`config.mk`:
```
export PLATFORM = sky130hd
export DESIGN_NAME = acc_ctrl
export DESIGN_NICKNAME = d
export VERILOG_FILES = /design/src/core/acc_pkg.sv /design/src/core/acc_ctrl.sv /design/src/core/acc_conv_seq.sv
export VERILOG_INCLUDE_DIRS = /design/src /design/src/core
export SDC_FILE = /design/constraint.sdc
export NUM_CORES = 1
export LEC_CHECK = 0
export ABC_AREA = 1
export BUFFER_PORTS_ARGS = -buffer_cell sky130_fd_sc_hd__clkbuf_2
export CORE_ASPECT_RATIO = 0.75
export CORE_MARGIN = 2
export CORE_UTILIZATION = 56
export DETAILED_ROUTE_END_ITERATION = 10
export GPL_ROUTABILITY_DRIVEN = 1
export PLACE_DENSITY = 0.88
export SETUP_SLACK_MARGIN = 0.1
export SKIP_LAST_GASP = 1
export SYNTH_ARGS = -nofsm -noshare
export SYNTH_HDL_FRONTEND = slang
export SYNTH_HIERARCHICAL = 1
export SYNTH_SLANG_ARGS = --single-unit
```
`constraint.sdc`:
```
create_clock -name sys_clk -period 2.9 [get_ports sys_clk]
set_input_delay 0.145 -clock sys_clk [delete_from_list [all_inputs] [get_ports sys_clk]]
set_output_delay 0.145 -clock sys_clk [all_outputs]
set_load 0.005 [all_outputs]
```
`src/core/acc_map.svh`:
```
// register offsets, field positions and reset values of the conversion control block
`ifndef ACC_MAP_SVH
`define ACC_MAP_SVH

// ----
// register byte offsets
// ----
`define ACC_OFS_SC      8'h00
`define ACC_OFS_CFG     8'h04
`define ACC_OFS_CMPV    8'h08
`define ACC_OFS_RESH    8'h0c
`define ACC_OFS_RESL    8'h10
`define ACC_OFS_PIN     8'h14
`define ACC_OFS_IRQS    8'h18
`define ACC_OFS_IRQM    8'h1c

// ----
// field positions
// ----
`define ACC_SC_DONE     7
`define ACC_SC_IEN      6
`define ACC_SC_CONT     5
`define ACC_CFG_CLK_LSB 0
`define ACC_CFG_HWT     2
`define ACC_CFG_CFE     3
`define ACC_CFG_CGT     4
`define ACC_IRQ_DONE    0
`define ACC_IRQ_END     1

// ----
// codes and reset values
// ----
`define ACC_CHAN_OFF    5'h1f
`define ACC_RST_CHAN    5'h1f
`define ACC_RST_CLK     2'h0
`define ACC_RST_PIN     8'h00
`define ACC_RST_IRQM    2'h0
`define ACC_RESP_OKAY   2'h0
`define ACC_RESP_SLVERR 2'h2

`endif

```
`src/core/acc_pkg.sv`:
```
// shared types and the off-code decode function of the conversion control block
`include "acc_map.svh"

package acc_pkg;

    // sequencer states
    typedef enum logic [1:0] {
        SEQ_IDLE,
        SEQ_ARMED,
        SEQ_START,
        SEQ_BUSY
    } acc_seq_state_t;

    // whole state of the sequencer
    typedef struct packed {
        acc_seq_state_t st;
        logic           trig_d;
        logic           start;
        logic           abort;
        logic           power;
    } acc_seq_t;

    // all-ones channel code switches the converter off
    function automatic logic acc_chan_off(input logic [4:0] ch);
        acc_chan_off = (ch == `ACC_CHAN_OFF);
    endfunction

endpackage

```
`src/core/acc_ctrl.sv`:
```
// conversion control top: register file on AXI4-Lite, flags, interrupt, pin control
//
// Functional notes
// with compare off, every finished conversion sets the done flag, status bit 7.
// with compare on, a finished conversion sets the flag only if compare holds.
// writing status/control or reading the result low byte clears the done flag.
// done flag setting while interrupt enable bit 6 is high raises the interrupt; the code also needs irq_mask bit 0 set.
// continuous bit 5 clear: one conversion per write or per hardware trigger.
// continuous bit 5 set: back-to-back conversions after a write or trigger.
// channel select is a five-bit field in status/control bits 4 to 0.
// codes 0-7 pick inputs 0-7, codes 16-23 pick inputs 16-23.
// all-ones channel code powers the converter off and isolates the input.
// stopping continuous mode with all-ones code runs no extra conversion.
// without continuous mode the converter drops to low power after each conversion.
// two-bit clock source: bus, bus halved, alternate, internal asynchronous.
// pin control register disables digital port control of analog pins 0-7.
// pin control bit n at one disables port control of pin n, zero keeps it.
// a status/control write during a conversion aborts it and starts afresh.
// pin control bits reset to zero so all pins keep port control.
`timescale 1ns/1ps
`include "acc_map.svh"

module acc_ctrl #(
    parameter int ADDR_W = 8,
    parameter int RES_W  = 10
) (
    input  wire logic              sys_clk,
    input  wire logic              rst_b,
    input  wire logic              ce,
    // AXI4-Lite slave
    input  wire logic [ADDR_W-1:0] s_axi_awaddr,
    input  wire logic              s_axi_awvalid,
    output logic                   s_axi_awready,
    input  wire logic [31:0]       s_axi_wdata,
    input  wire logic [3:0]        s_axi_wstrb,
    input  wire logic              s_axi_wvalid,
    output logic                   s_axi_wready,
    output logic [1:0]             s_axi_bresp,
    output logic                   s_axi_bvalid,
    input  wire logic              s_axi_bready,
    input  wire logic [ADDR_W-1:0] s_axi_araddr,
    input  wire logic              s_axi_arvalid,
    output logic                   s_axi_arready,
    output logic [31:0]            s_axi_rdata,
    output logic [1:0]             s_axi_rresp,
    output logic                   s_axi_rvalid,
    input  wire logic              s_axi_rready,
    // converter core side
    input  wire logic              hw_conversion_trigger,
    input  wire logic              conv_done,
    input  wire logic [RES_W-1:0]  conv_data,
    output logic                   conv_start,
    output logic                   conv_abort,
    output logic                   conv_power,
    output logic [4:0]             channel_select,
    output logic                   channel_valid,
    output logic                   channel_isolate,
    output logic [1:0]             conv_clock_source_select,
    output logic [7:0]             analog_pin_disable_n,
    output logic                   irq
);

    // ----
    // parameter checks
    // ----
    generate
        if (ADDR_W < 5 || ADDR_W > 32) begin : g_bad_addr
            $error("acc_ctrl: ADDR_W must lie in 5..32");
        end
        if (RES_W < 9 || RES_W > 16) begin : g_bad_res
            $error("acc_ctrl: RES_W must lie in 9..16");
        end
    endgenerate

    // ----
    // state
    // ----
    typedef struct packed {
        logic              awready;
        logic              wready;
        logic              bvalid;
        logic [1:0]        bresp;
        logic              arready;
        logic              rvalid;
        logic [31:0]       rdata;
        logic [1:0]        rresp;
        logic              aw_hold;
        logic [ADDR_W-1:0] aw_addr;
        logic              w_hold;
        logic [7:0]        w_data;
        logic              w_lane0;
        logic              ien;
        logic              cont;
        logic [4:0]        chan;
        logic              done;
        logic [1:0]        clk_sel;
        logic              hw_mode;
        logic              cfe;
        logic              cgt;
        logic [RES_W-1:0]  cmpv;
        logic [RES_W-1:0]  result;
        logic [7:0]        pin;
        logic [1:0]        irq_st;
        logic [1:0]        irq_mask;
        logic              irq;
        logic              chan_ok;
        logic              isolate;
    } acc_state_t;

    acc_state_t       s;
    acc_state_t       n;
    logic             sc_write;
    logic             done_ok;
    logic             cmp_true;
    logic             set_done;
    logic             clr_done;
    logic             resl_read;
    logic             wr_fire;
    logic             wr_map;
    logic             rd_map;
    logic [1:0]       w1c;
    logic [7:0]       wd;
    logic [31:0]      rd_val;
    logic [ADDR_W-1:0] ar_a;

    // byte offset to the block's own address width
    function automatic logic [ADDR_W-1:0] ofs(input logic [7:0] o);
        ofs = ADDR_W'(o);
    endfunction

    // inputs 0-7 and 16-23 exist, other codes select nothing
    function automatic logic chan_exists(input logic [4:0] ch);
        chan_exists = (ch[4:3] == 2'b00) | (ch[4:3] == 2'b10);
    endfunction

    // ----
    // conversion sequencer
    // ----
    acc_conv_seq u_seq (
        .sys_clk    (sys_clk),
        .rst_b      (rst_b),
        .ce         (ce),
        .sc_write   (sc_write),
        .hw_mode    (n.hw_mode),
        .cont       (n.cont),
        .chan_code  (n.chan),
        .hw_trigger (hw_conversion_trigger),
        .conv_done  (conv_done),
        .conv_start (conv_start),
        .conv_abort (conv_abort),
        .conv_power (conv_power),
        .done_ok    (done_ok)
    );

    // ----
    // flag events and compare
    // ----
    // compare result: at-or-above or below the compare value
    assign cmp_true = s.cgt ? (conv_data >= s.cmpv) : (conv_data < s.cmpv);
    assign set_done = done_ok & (~s.cfe | cmp_true);
    assign wr_fire  = s.aw_hold & s.w_hold & ~s.bvalid;
    assign wd       = s.w_lane0 ? s.w_data : 8'h00;
    assign sc_write = wr_fire & s.w_lane0 & (s.aw_addr == ofs(`ACC_OFS_SC));
    assign ar_a     = s_axi_araddr;
    assign resl_read = s_axi_arvalid & s.arready & (ar_a == ofs(`ACC_OFS_RESL));
    assign clr_done = sc_write | resl_read;

    // ----
    // address decode
    // ----
    always_comb begin
        wr_map = 1'b0;
        rd_map = 1'b1;
        rd_val = 32'h0000_0000;
        case (s.aw_addr)
            ofs(`ACC_OFS_SC), ofs(`ACC_OFS_CFG), ofs(`ACC_OFS_CMPV),
            ofs(`ACC_OFS_PIN), ofs(`ACC_OFS_IRQS), ofs(`ACC_OFS_IRQM): begin
                wr_map = 1'b1;
            end
            ofs(`ACC_OFS_RESH), ofs(`ACC_OFS_RESL): begin
                wr_map = 1'b1;                                      // read-only, write ignored
            end
            default: begin
                wr_map = 1'b0;
            end
        endcase
        case (ar_a)
            ofs(`ACC_OFS_SC): begin
                rd_val = {24'h00_0000, s.done, s.ien, s.cont, s.chan};
            end
            ofs(`ACC_OFS_CFG): begin
                rd_val = {27'h000_0000, s.cgt, s.cfe, s.hw_mode, s.clk_sel};
            end
            ofs(`ACC_OFS_CMPV): begin
                rd_val = 32'(s.cmpv);
            end
            ofs(`ACC_OFS_RESH): begin
                rd_val = 32'(s.result[RES_W-1:8]);
            end
            ofs(`ACC_OFS_RESL): begin
                rd_val = {24'h00_0000, s.result[7:0]};
            end
            ofs(`ACC_OFS_PIN): begin
                rd_val = {24'h00_0000, s.pin};
            end
            ofs(`ACC_OFS_IRQS): begin
                rd_val = {30'h0000_0000, s.irq_st};
            end
            ofs(`ACC_OFS_IRQM): begin
                rd_val = {30'h0000_0000, s.irq_mask};
            end
            default: begin
                rd_map = 1'b0;
            end
        endcase
    end

    // ----
    // next state
    // ----
    always_comb begin
        n   = s;
        w1c = 2'b00;
        // write address and data are taken in either order and held
        if (s_axi_awvalid & s.awready) begin
            n.aw_hold = 1'b1;
            n.aw_addr = s_axi_awaddr;
        end
        if (s_axi_wvalid & s.wready) begin
            n.w_hold  = 1'b1;
            n.w_data  = s_axi_wdata[7:0];
            n.w_lane0 = s_axi_wstrb[0];
        end
        if (s.bvalid & s_axi_bready) begin
            n.bvalid = 1'b0;
        end
        // register writes once both halves are in
        if (wr_fire) begin
            n.aw_hold = 1'b0;
            n.w_hold  = 1'b0;
            n.bvalid  = 1'b1;
            n.bresp   = wr_map ? `ACC_RESP_OKAY : `ACC_RESP_SLVERR;
            if (s.w_lane0) begin
                case (s.aw_addr)
                    ofs(`ACC_OFS_SC): begin
                        n.ien  = wd[`ACC_SC_IEN];
                        n.cont = wd[`ACC_SC_CONT];
                        n.chan = wd[4:0];
                    end
                    ofs(`ACC_OFS_CFG): begin
                        n.clk_sel = wd[`ACC_CFG_CLK_LSB +: 2];
                        n.hw_mode = wd[`ACC_CFG_HWT];
                        n.cfe     = wd[`ACC_CFG_CFE];
                        n.cgt     = wd[`ACC_CFG_CGT];
                    end
                    ofs(`ACC_OFS_CMPV): begin
                        // only the low byte lane is wired; upper bits keep their value
                        n.cmpv[7:0] = wd;
                    end
                    ofs(`ACC_OFS_PIN): begin
                        n.pin = wd;
                    end
                    ofs(`ACC_OFS_IRQS): begin
                        w1c = wd[1:0];
                    end
                    ofs(`ACC_OFS_IRQM): begin
                        n.irq_mask = wd[1:0];
                    end
                    default: begin
                        n.pin = s.pin;
                    end
                endcase
            end
        end
        // each channel is ready for a new half only while its own half is not held
        n.awready = ~n.aw_hold;
        n.wready  = ~n.w_hold;
        // one read at a time: refuse the address until the data is taken
        if (s.rvalid & s_axi_rready) begin
            n.rvalid  = 1'b0;
            n.arready = 1'b1;
        end
        if (s_axi_arvalid & s.arready) begin
            n.arready = 1'b0;
            n.rvalid  = 1'b1;
            n.rdata   = rd_val;
            n.rresp   = rd_map ? `ACC_RESP_OKAY : `ACC_RESP_SLVERR;
        end
        // conversion end: result latched, flag set wins over a clear
        if (done_ok) begin
            n.result = conv_data;
        end
        n.done = set_done | (s.done & ~clr_done);
        // sticky status, write one to clear, new events win
        n.irq_st[`ACC_IRQ_DONE] = (set_done & n.ien) |
                                  (s.irq_st[`ACC_IRQ_DONE] & ~w1c[`ACC_IRQ_DONE]);
        n.irq_st[`ACC_IRQ_END]  = done_ok |
                                  (s.irq_st[`ACC_IRQ_END] & ~w1c[`ACC_IRQ_END]);
        n.irq     = |(n.irq_st & n.irq_mask);
        n.chan_ok = chan_exists(n.chan);
        n.isolate = acc_pkg::acc_chan_off(n.chan);
    end

    // ----
    // state register
    // ----
    // ce low freezes everything, the bus included
    always_ff @(posedge sys_clk) begin
        if (!rst_b) begin
            s          <= '0;
            s.awready  <= 1'b1;
            s.wready   <= 1'b1;
            s.arready  <= 1'b1;
            s.chan     <= `ACC_RST_CHAN;
            s.clk_sel  <= `ACC_RST_CLK;
            s.pin      <= `ACC_RST_PIN;
            s.irq_mask <= `ACC_RST_IRQM;
            s.isolate  <= 1'b1;
        end else if (ce) begin
            s <= n;
        end
    end

    // ----
    // outputs, each straight from a flip-flop
    // ----
    assign s_axi_awready            = s.awready;
    assign s_axi_wready             = s.wready;
    assign s_axi_bvalid             = s.bvalid;
    assign s_axi_bresp              = s.bresp;
    assign s_axi_arready            = s.arready;
    assign s_axi_rvalid             = s.rvalid;
    assign s_axi_rdata              = s.rdata;
    assign s_axi_rresp              = s.rresp;
    assign channel_select           = s.chan;
    assign channel_valid            = s.chan_ok;
    assign channel_isolate          = s.isolate;
    assign conv_clock_source_select = s.clk_sel;
    assign analog_pin_disable_n     = s.pin;
    assign irq                      = s.irq;

endmodule

```
`src/core/acc_conv_seq.sv`:
```
// conversion sequencer: single, continuous, software and hardware triggered
`timescale 1ns/1ps

module acc_conv_seq (
    input  wire logic       sys_clk,
    input  wire logic       rst_b,
    input  wire logic       ce,
    input  wire logic       sc_write,
    input  wire logic       hw_mode,
    input  wire logic       cont,
    input  wire logic [4:0] chan_code,
    input  wire logic       hw_trigger,
    input  wire logic       conv_done,
    output logic            conv_start,
    output logic            conv_abort,
    output logic            conv_power,
    output logic            done_ok
);

    acc_pkg::acc_seq_t s;
    acc_pkg::acc_seq_t next_s;
    logic              trig_rise;

    // ----
    // next state
    // ----
    // a trigger counts on its rising edge only, so a held level starts one conversion
    assign trig_rise = hw_trigger & ~s.trig_d;
    assign done_ok   = (s.st == acc_pkg::SEQ_BUSY) & conv_done;

    always_comb begin
        next_s        = s;
        next_s.trig_d = hw_trigger;
        next_s.start  = 1'b0;
        next_s.abort  = 1'b0;
        case (s.st)
            acc_pkg::SEQ_IDLE: begin
                next_s.st = acc_pkg::SEQ_IDLE;
            end
            acc_pkg::SEQ_ARMED: begin
                if (trig_rise) begin
                    next_s.st = acc_pkg::SEQ_START;
                end
            end
            acc_pkg::SEQ_START: begin
                next_s.start = 1'b1;
                next_s.st    = acc_pkg::SEQ_BUSY;
            end
            acc_pkg::SEQ_BUSY: begin
                if (conv_done) begin
                    if (cont) begin
                        next_s.st = acc_pkg::SEQ_START;
                    end else if (hw_mode) begin
                        next_s.st = acc_pkg::SEQ_ARMED;
                    end else begin
                        next_s.st = acc_pkg::SEQ_IDLE;
                    end
                end
            end
            default: begin
                next_s.st = acc_pkg::SEQ_IDLE;
            end
        endcase
        // a status/control write restarts everything with the new settings
        if (sc_write) begin
            next_s.abort = (s.st == acc_pkg::SEQ_BUSY) & ~conv_done;
            next_s.start = 1'b0;                                    // stale start dropped
            if (acc_pkg::acc_chan_off(chan_code)) begin
                next_s.st = acc_pkg::SEQ_IDLE;
            end else if (hw_mode) begin
                next_s.st = acc_pkg::SEQ_ARMED;
            end else begin
                next_s.st = acc_pkg::SEQ_START;
            end
        end
        // power only while a conversion is pending or running
        next_s.power = (next_s.st == acc_pkg::SEQ_START) |
                       (next_s.st == acc_pkg::SEQ_BUSY);
    end

    // ----
    // state register
    // ----
    always_ff @(posedge sys_clk) begin
        if (!rst_b) begin
            s <= '{acc_pkg::SEQ_IDLE, 1'b0, 1'b0, 1'b0, 1'b0};
        end else if (ce) begin
            s <= next_s;
        end
    end

    assign conv_start = s.start;
    assign conv_abort = s.abort;
    assign conv_power = s.power;

endmodule

```
* After elaboration in Yosys (flattened, before gate mapping) *
Memory sizes are Yosys's and may differ from the RTL's. A register that Yosys moved wholly into a read port is not among the register bits.
Index checks and enable logic that the tools add are counted.

word-level totals
  bits in registers = 112
  bits in read-only memories = 32
  input bits = 72
  output and inout bits = 62
  logic and storage cells = 148
  memories = 1

cells by class
  order comparisons = 2
  eq/ne operators = 19
  mux-type cells = 38
  bitwise gates (word level) = 35
  reductions and logical operators = 19

memory list
  name              depth  width  rd ports  clocked after Yosys merged registers in  write ports  line             source
  (name not given)  32     1      1         1                                        0            acc_ctrl.sv:175  case (s.aw_addr)

operator list
  cell                                                                   number
  8-bit one-hot mux with 8 select lines                                  1
  8-bit by 5-bit equality test with 1-bit output, second input constant  7
  36-bit 2-to-1 mux                                                      1
  2-bit 2-to-1 mux                                                       16
  8-bit by 4-bit equality test with 1-bit output, second input constant  3
  7-bit 2-to-1 mux                                                       3
  1-bit AND                                                              18
  8-bit by 3-bit equality test with 1-bit output, second input constant  2
  8-bit zero test                                                        2
  2-bit AND reduction                                                    7
  3-bit 2-to-1 mux                                                       4
  4-bit AND reduction                                                    3
  2-bit equality test, second input constant                             5
  10-bit by 8-bit >= comparator with 1-bit output                        1
  10-bit by 8-bit less-than comparator with 1-bit output                 1
  10-bit 2-to-1 mux                                                      1
  5-bit 2-to-1 mux                                                       2
  9-bit 2-to-1 mux                                                       1
  1-bit NOT                                                              9
  1-bit 2-to-1 mux                                                       8
  2-bit one-hot mux with 4 select lines                                  1
  8-bit OR reduction                                                     1
  1-bit bitwise OR                                                       7
  5-bit equality test, second input constant                             1
  other kinds (6)                                                        8

* Depth between registers and ports, before layout *
  depth in word-level cells = 11
  gate-level depth with buffers = 16
  mapped depth without buffers = 16

* Hierarchy *
Netlist, hierarchy kept.

modules (own cells, without submodules)
  module        times used  cells each  area each (sq um)  sequential area each (sq um)
  acc_ctrl      1           564         4170.2             1621.6
  acc_conv_seq  1           55          340.3              120.1

* Least setup slack after synthesis *
Ideal clock, no wire load.

  path type = register to register
  start = register s, in the netlist s_axi_bvalid
  end = register u_seq.s, in the netlist u_seq/conv_power
  arrival = 1.575 ns
  data required time = 2.784 ns
  setup slack = 1.209 ns
  cell stages (with the launch flop) = 15
  buffers on the path = 1
  clock period less this slack = 1.691 ns
  path through = dfxtp_1 > inv_1 > nand3_4 > nor2_2 > nand3_2 > buf_6 > o21a_4 > clkinv_2 > nand2_1 > nor2_1 > nand3_1 > nand2_1 > clkinv_1 > nand2_2 > a21oi_1

RTL lines
  what                    line                source
  start, declared         acc_ctrl.sv:110     acc_state_t s;
  start signal, assigned  acc_ctrl.sv:320     s <= n;
  end signal, assigned    acc_conv_seq.sv:86  s <= '{acc_pkg::SEQ_IDLE, 1'b0, 1'b0, 1'b0, 1'b0};
  end signal, assigned    acc_conv_seq.sv:88  s <= next_s;
  end, declared           acc_conv_seq.sv:20  acc_pkg::acc_seq_t s;

==> summary.md <==
| Metric | Value |
|---|---|
| Hold EP | s[23] |
| I/O pin cnt | 134 |
| Post-CTS sizing | 0 |
| Clock root buffer | clkbuf_8 |
| Routed wire per std cell | 14.45 um |
| Post-Synth XOR/XNOR Area | 0 |
| Yosys warning count | 6 |
| Die height | 81.73 um |
| Grt ovf | 0 |
| Adder-Cell Fraction of Synth Area | 0.02219 |
| Clock skew | 0.006321 ns |
| H-tree levels | 3 |
| Worst EP required | 3.16 ns |
| Final Cell Area | 0.004912 mm2 |
| Type of origin of the critical path | flop |
| Die area | 0.008796 mm2 |
| Synth top area share | 0.3861 |
| Max Buffers Root-to-Sink | 2 |
| Slew headroom | 0.5148 |
| Global-route wire length before repair | 17710 um |
| Port bufs | 80 |
| Post-synthesis mux area share | 0 |
| DRT Pass-1 Iters | 5 |
| Minimum clock period | 2.068 ns |
| Drt drc | 0 |
| Internal Dissipation | 0.001881 W |
| Via Count | 4210 |
| Clock transition at path regs | 0.09 ns |
| Largest net degree at the start of global routing | 53 |
| Routed WL | 11230 um |
| Main synth FF type | dfxtp_1 |
| Cell count after synthesis | 619 |
| Sw Share | 0.2469 |
| Commonest non-fill, non-tap cell in the layout | nand2_1 |
| Area contributors post-synth | dfxtp_1, buf_4, nand2_1 |
| Skew-Pair Late Insertion Delay | 0.36 ns |
| Final hold vios | 0 |
| R2r endpoint | u_seq/conv_power |
| Psw | 0.0006167 W |
| Final period util | 0.7130 |
| Largest family of logic cells by synthesized area | compound AO/OA/AOI/OAI gates |
| Most frequent cells in the layout | nand2_1, dfxtp_1, inv_1 |
| Hold Startpoint | conv_data[8] |
| CTS Sinks | 87 |
| Layout cells sized above 1 | 0.1860 |
| R2R Setup Slk | 0.83 ns |
| Hold path depth | 3 |
| Mapped cell area | 0.004511 mm2 |
| Starting Density | 0.5748 |
| Std cell rows | 28 |
| Fin Setup TNS | 0 ns |
| Die width | 107.6 um |
| Seq/Total Area, Yosys | 0.3861 |
| Post-synth EDFFs | 0 |
| Avg Cell Area, Syn | 7.287 um2 |
| Final setup viols | 0 |
| Filler Cell Count | 680 |
| Dpl hpwl | 8313 um |
| CTS Buf Count | 9 |
| Yosys top cell by area | dfxtp_1 |
| Synth cell types | 44 |
| Number of synthesized register bits | 87 |
| DRT iter0 DRCs | 363 |
| Core area | 0.007848 mm2 |
| CP endpoint kind | flop |
| CP Max Fanout | 4 |
| Total track usage | 0.2608 |
| Reg power frac | 0.503 |
| Fin cells | 777 |
| Post-layout net count | 747 |
| Arr. time, crit path | 2.33 ns |
| RSZ-0062 raised after global routing | no |
| Layout area overhead | 8.904% |
| Final hold slack | 0.02259 ns |
| Initial antenna violation count | 0 |
| Vias in the first global route | 3776 |
| Worst Tran Pin Value | 0.7223 ns |
| Synth async-reset ratio | 0 |
| Outcome | completed |
| Placed Instances | 761 |
| Hold Path Class | in2reg |
| Pins Over Slew Limit | 0 |
| Max Fclk | 0.4836 GHz |
| Worst reg2reg startpoint | s[58] |
| ANT cells | 0 |
| Leakage power | 2.226 nW |
| VDD IR-drop max | 324.6 uV |
| Compound-gate portion of the synthesized area | 0.2089 |
| Post-CTS Hold Fix Bufs | 0 |
| Post-CTS Setup Bufs | 0 |
| TritonCTS clock tree | built |
| Clock network power share | 0.401 |
| Synth Area in Simple Gates | 0.2011 |
| Pwr dens | 508.5 mW/mm2 |
| WS Path Type | reg2reg |
| Post-route antenna net violation count | 0 |
| Combinational power share | 0.096 |
| R2R cell count | 16 |
| GP Congestion | 0.9505 |
| Via density | 5.418 |
| DP Area | 0.004676 mm2 |
| Number of max-cap violations | 0 |
## layout make-up
cell class / count / area [um2] / area share
tap: 105 / 131.4 / 0.02674
multi-input combinational: 397 / 2047 / 0.4167
clock buffer: 10 / 127.6 / 0.02598
sequential: 87 / 1742 / 0.3546
clock inverter: 6 / 108.9 / 0.02216
inverter: 90 / 340.3 / 0.06928
timing repair buffer: 82 / 415.4 / 0.08456
## worst max-delay path, cell delays in order, from the launching register on
cell,delay [ns]
dfxtp_1,0.32
nor2_1,0.12
inv_1,0.08
nor2_2,0.19
inv_1,0.07
nor3_1,0.17
nand3_1,0.14
nand2_1,0.08
o21ai_0,0.12
inv_1,0.08
inv_1,0.05
nor2_1,0.18
nand3_1,0.10
nand2_1,0.07
clkinv_1,0.06
nand2_2,0.06
a21oi_1,0.06
## metal layers
metal | track usage | up-vias | share of wire
li1 | - | 2036 | -
met1 | 0.3459 | 1934 | 0.44
met2 | 0.4126 | 218 | 0.44
met3 | 0.07302 | 22 | 0.11
met4 | 0.08846 | 0 | 0.015
met5 | 0 | - | 0
## registers in the layout (all words and copies together) (netlist names), 2 cells and up, named ones only
signal,flops
channel_select,5
analog_pin_disable_n,8
s,47
u_seq/s,3
conv_clock_source_select,2
s_axi_rdata,8
## worst max-delay path by stage
stage,depth (start not counted),startpoint,slack (ns),end
6_report,16,s[58],0.83,u_seq/conv_power
4_1_cts,13,s[61],0.88,u_seq/s[5]
3_5_place_dp,8,s[61],0.92,s[46]
2_1_floorplan,14,s_axi_bvalid,1.21,u_seq/conv_power
3_3_place_gp,8,s[61],1.06,s[46]
5_1_grt,16,s[58],0.60,u_seq/conv_power
## logic make-up (layout without fill, tap and decap cells)
family | after synthesis | after routing
fa+ha+maj | 8 | 8
other cells | 1 | 26
compound gates | 169 | 169
flops | 87 | 87
buf+inv | 160 | 188
simple gates | 194 | 194
## power groups by stage
stage | logic [W] | registers (W) | clock network [W]
floorplan | 0.000182 | 0.00128 | 0
global placement | 0.000225 | 0.00128 | 0
detailed placement | 0.000235 | 0.00128 | 0
CTS | 0.000237 | 0.00126 | 0.00101
global route | 0.000270 | 0.00126 | 0.00106
finish | 0.000240 | 0.00126 | 0.00100
## through the flow
step	util	setup WS (ns)	power (W)
6_report	0.6260	0.8322	0.002498
5_1_grt	0.6260	0.5986	0.002590
4_1_cts	0.6260	0.8781	0.002506
3_5_place_dp	0.5958	0.9240	0.001518
3_3_place_gp	0.5958	1.061	0.001507
2_1_floorplan	-	1.209	0.001460
## synth_stat cells, types with 2 or more instances
cell type,instances
nand3_1,15
a21oi_1,64
buf_6,2
nor2_1,47
clkinv_2,2
nand4_1,8
nand2_2,4
o22ai_1,3
clkinv_1,2
ha_1,8
buf_4,52
o21ai_0,67
nand2_1,100
buf_2,2
inv_2,5
a211oi_1,10
nor2_2,3
nor4_4,2
dfxtp_1,87
a211oi_2,2
o211ai_1,6
o21a_1,2
inv_1,81
clkbuf_1,12
nor2_4,2
nor3_1,6
buf_1,2
o21ai_1,6
nand3_2,2
(Power assumes the default switching activity.)
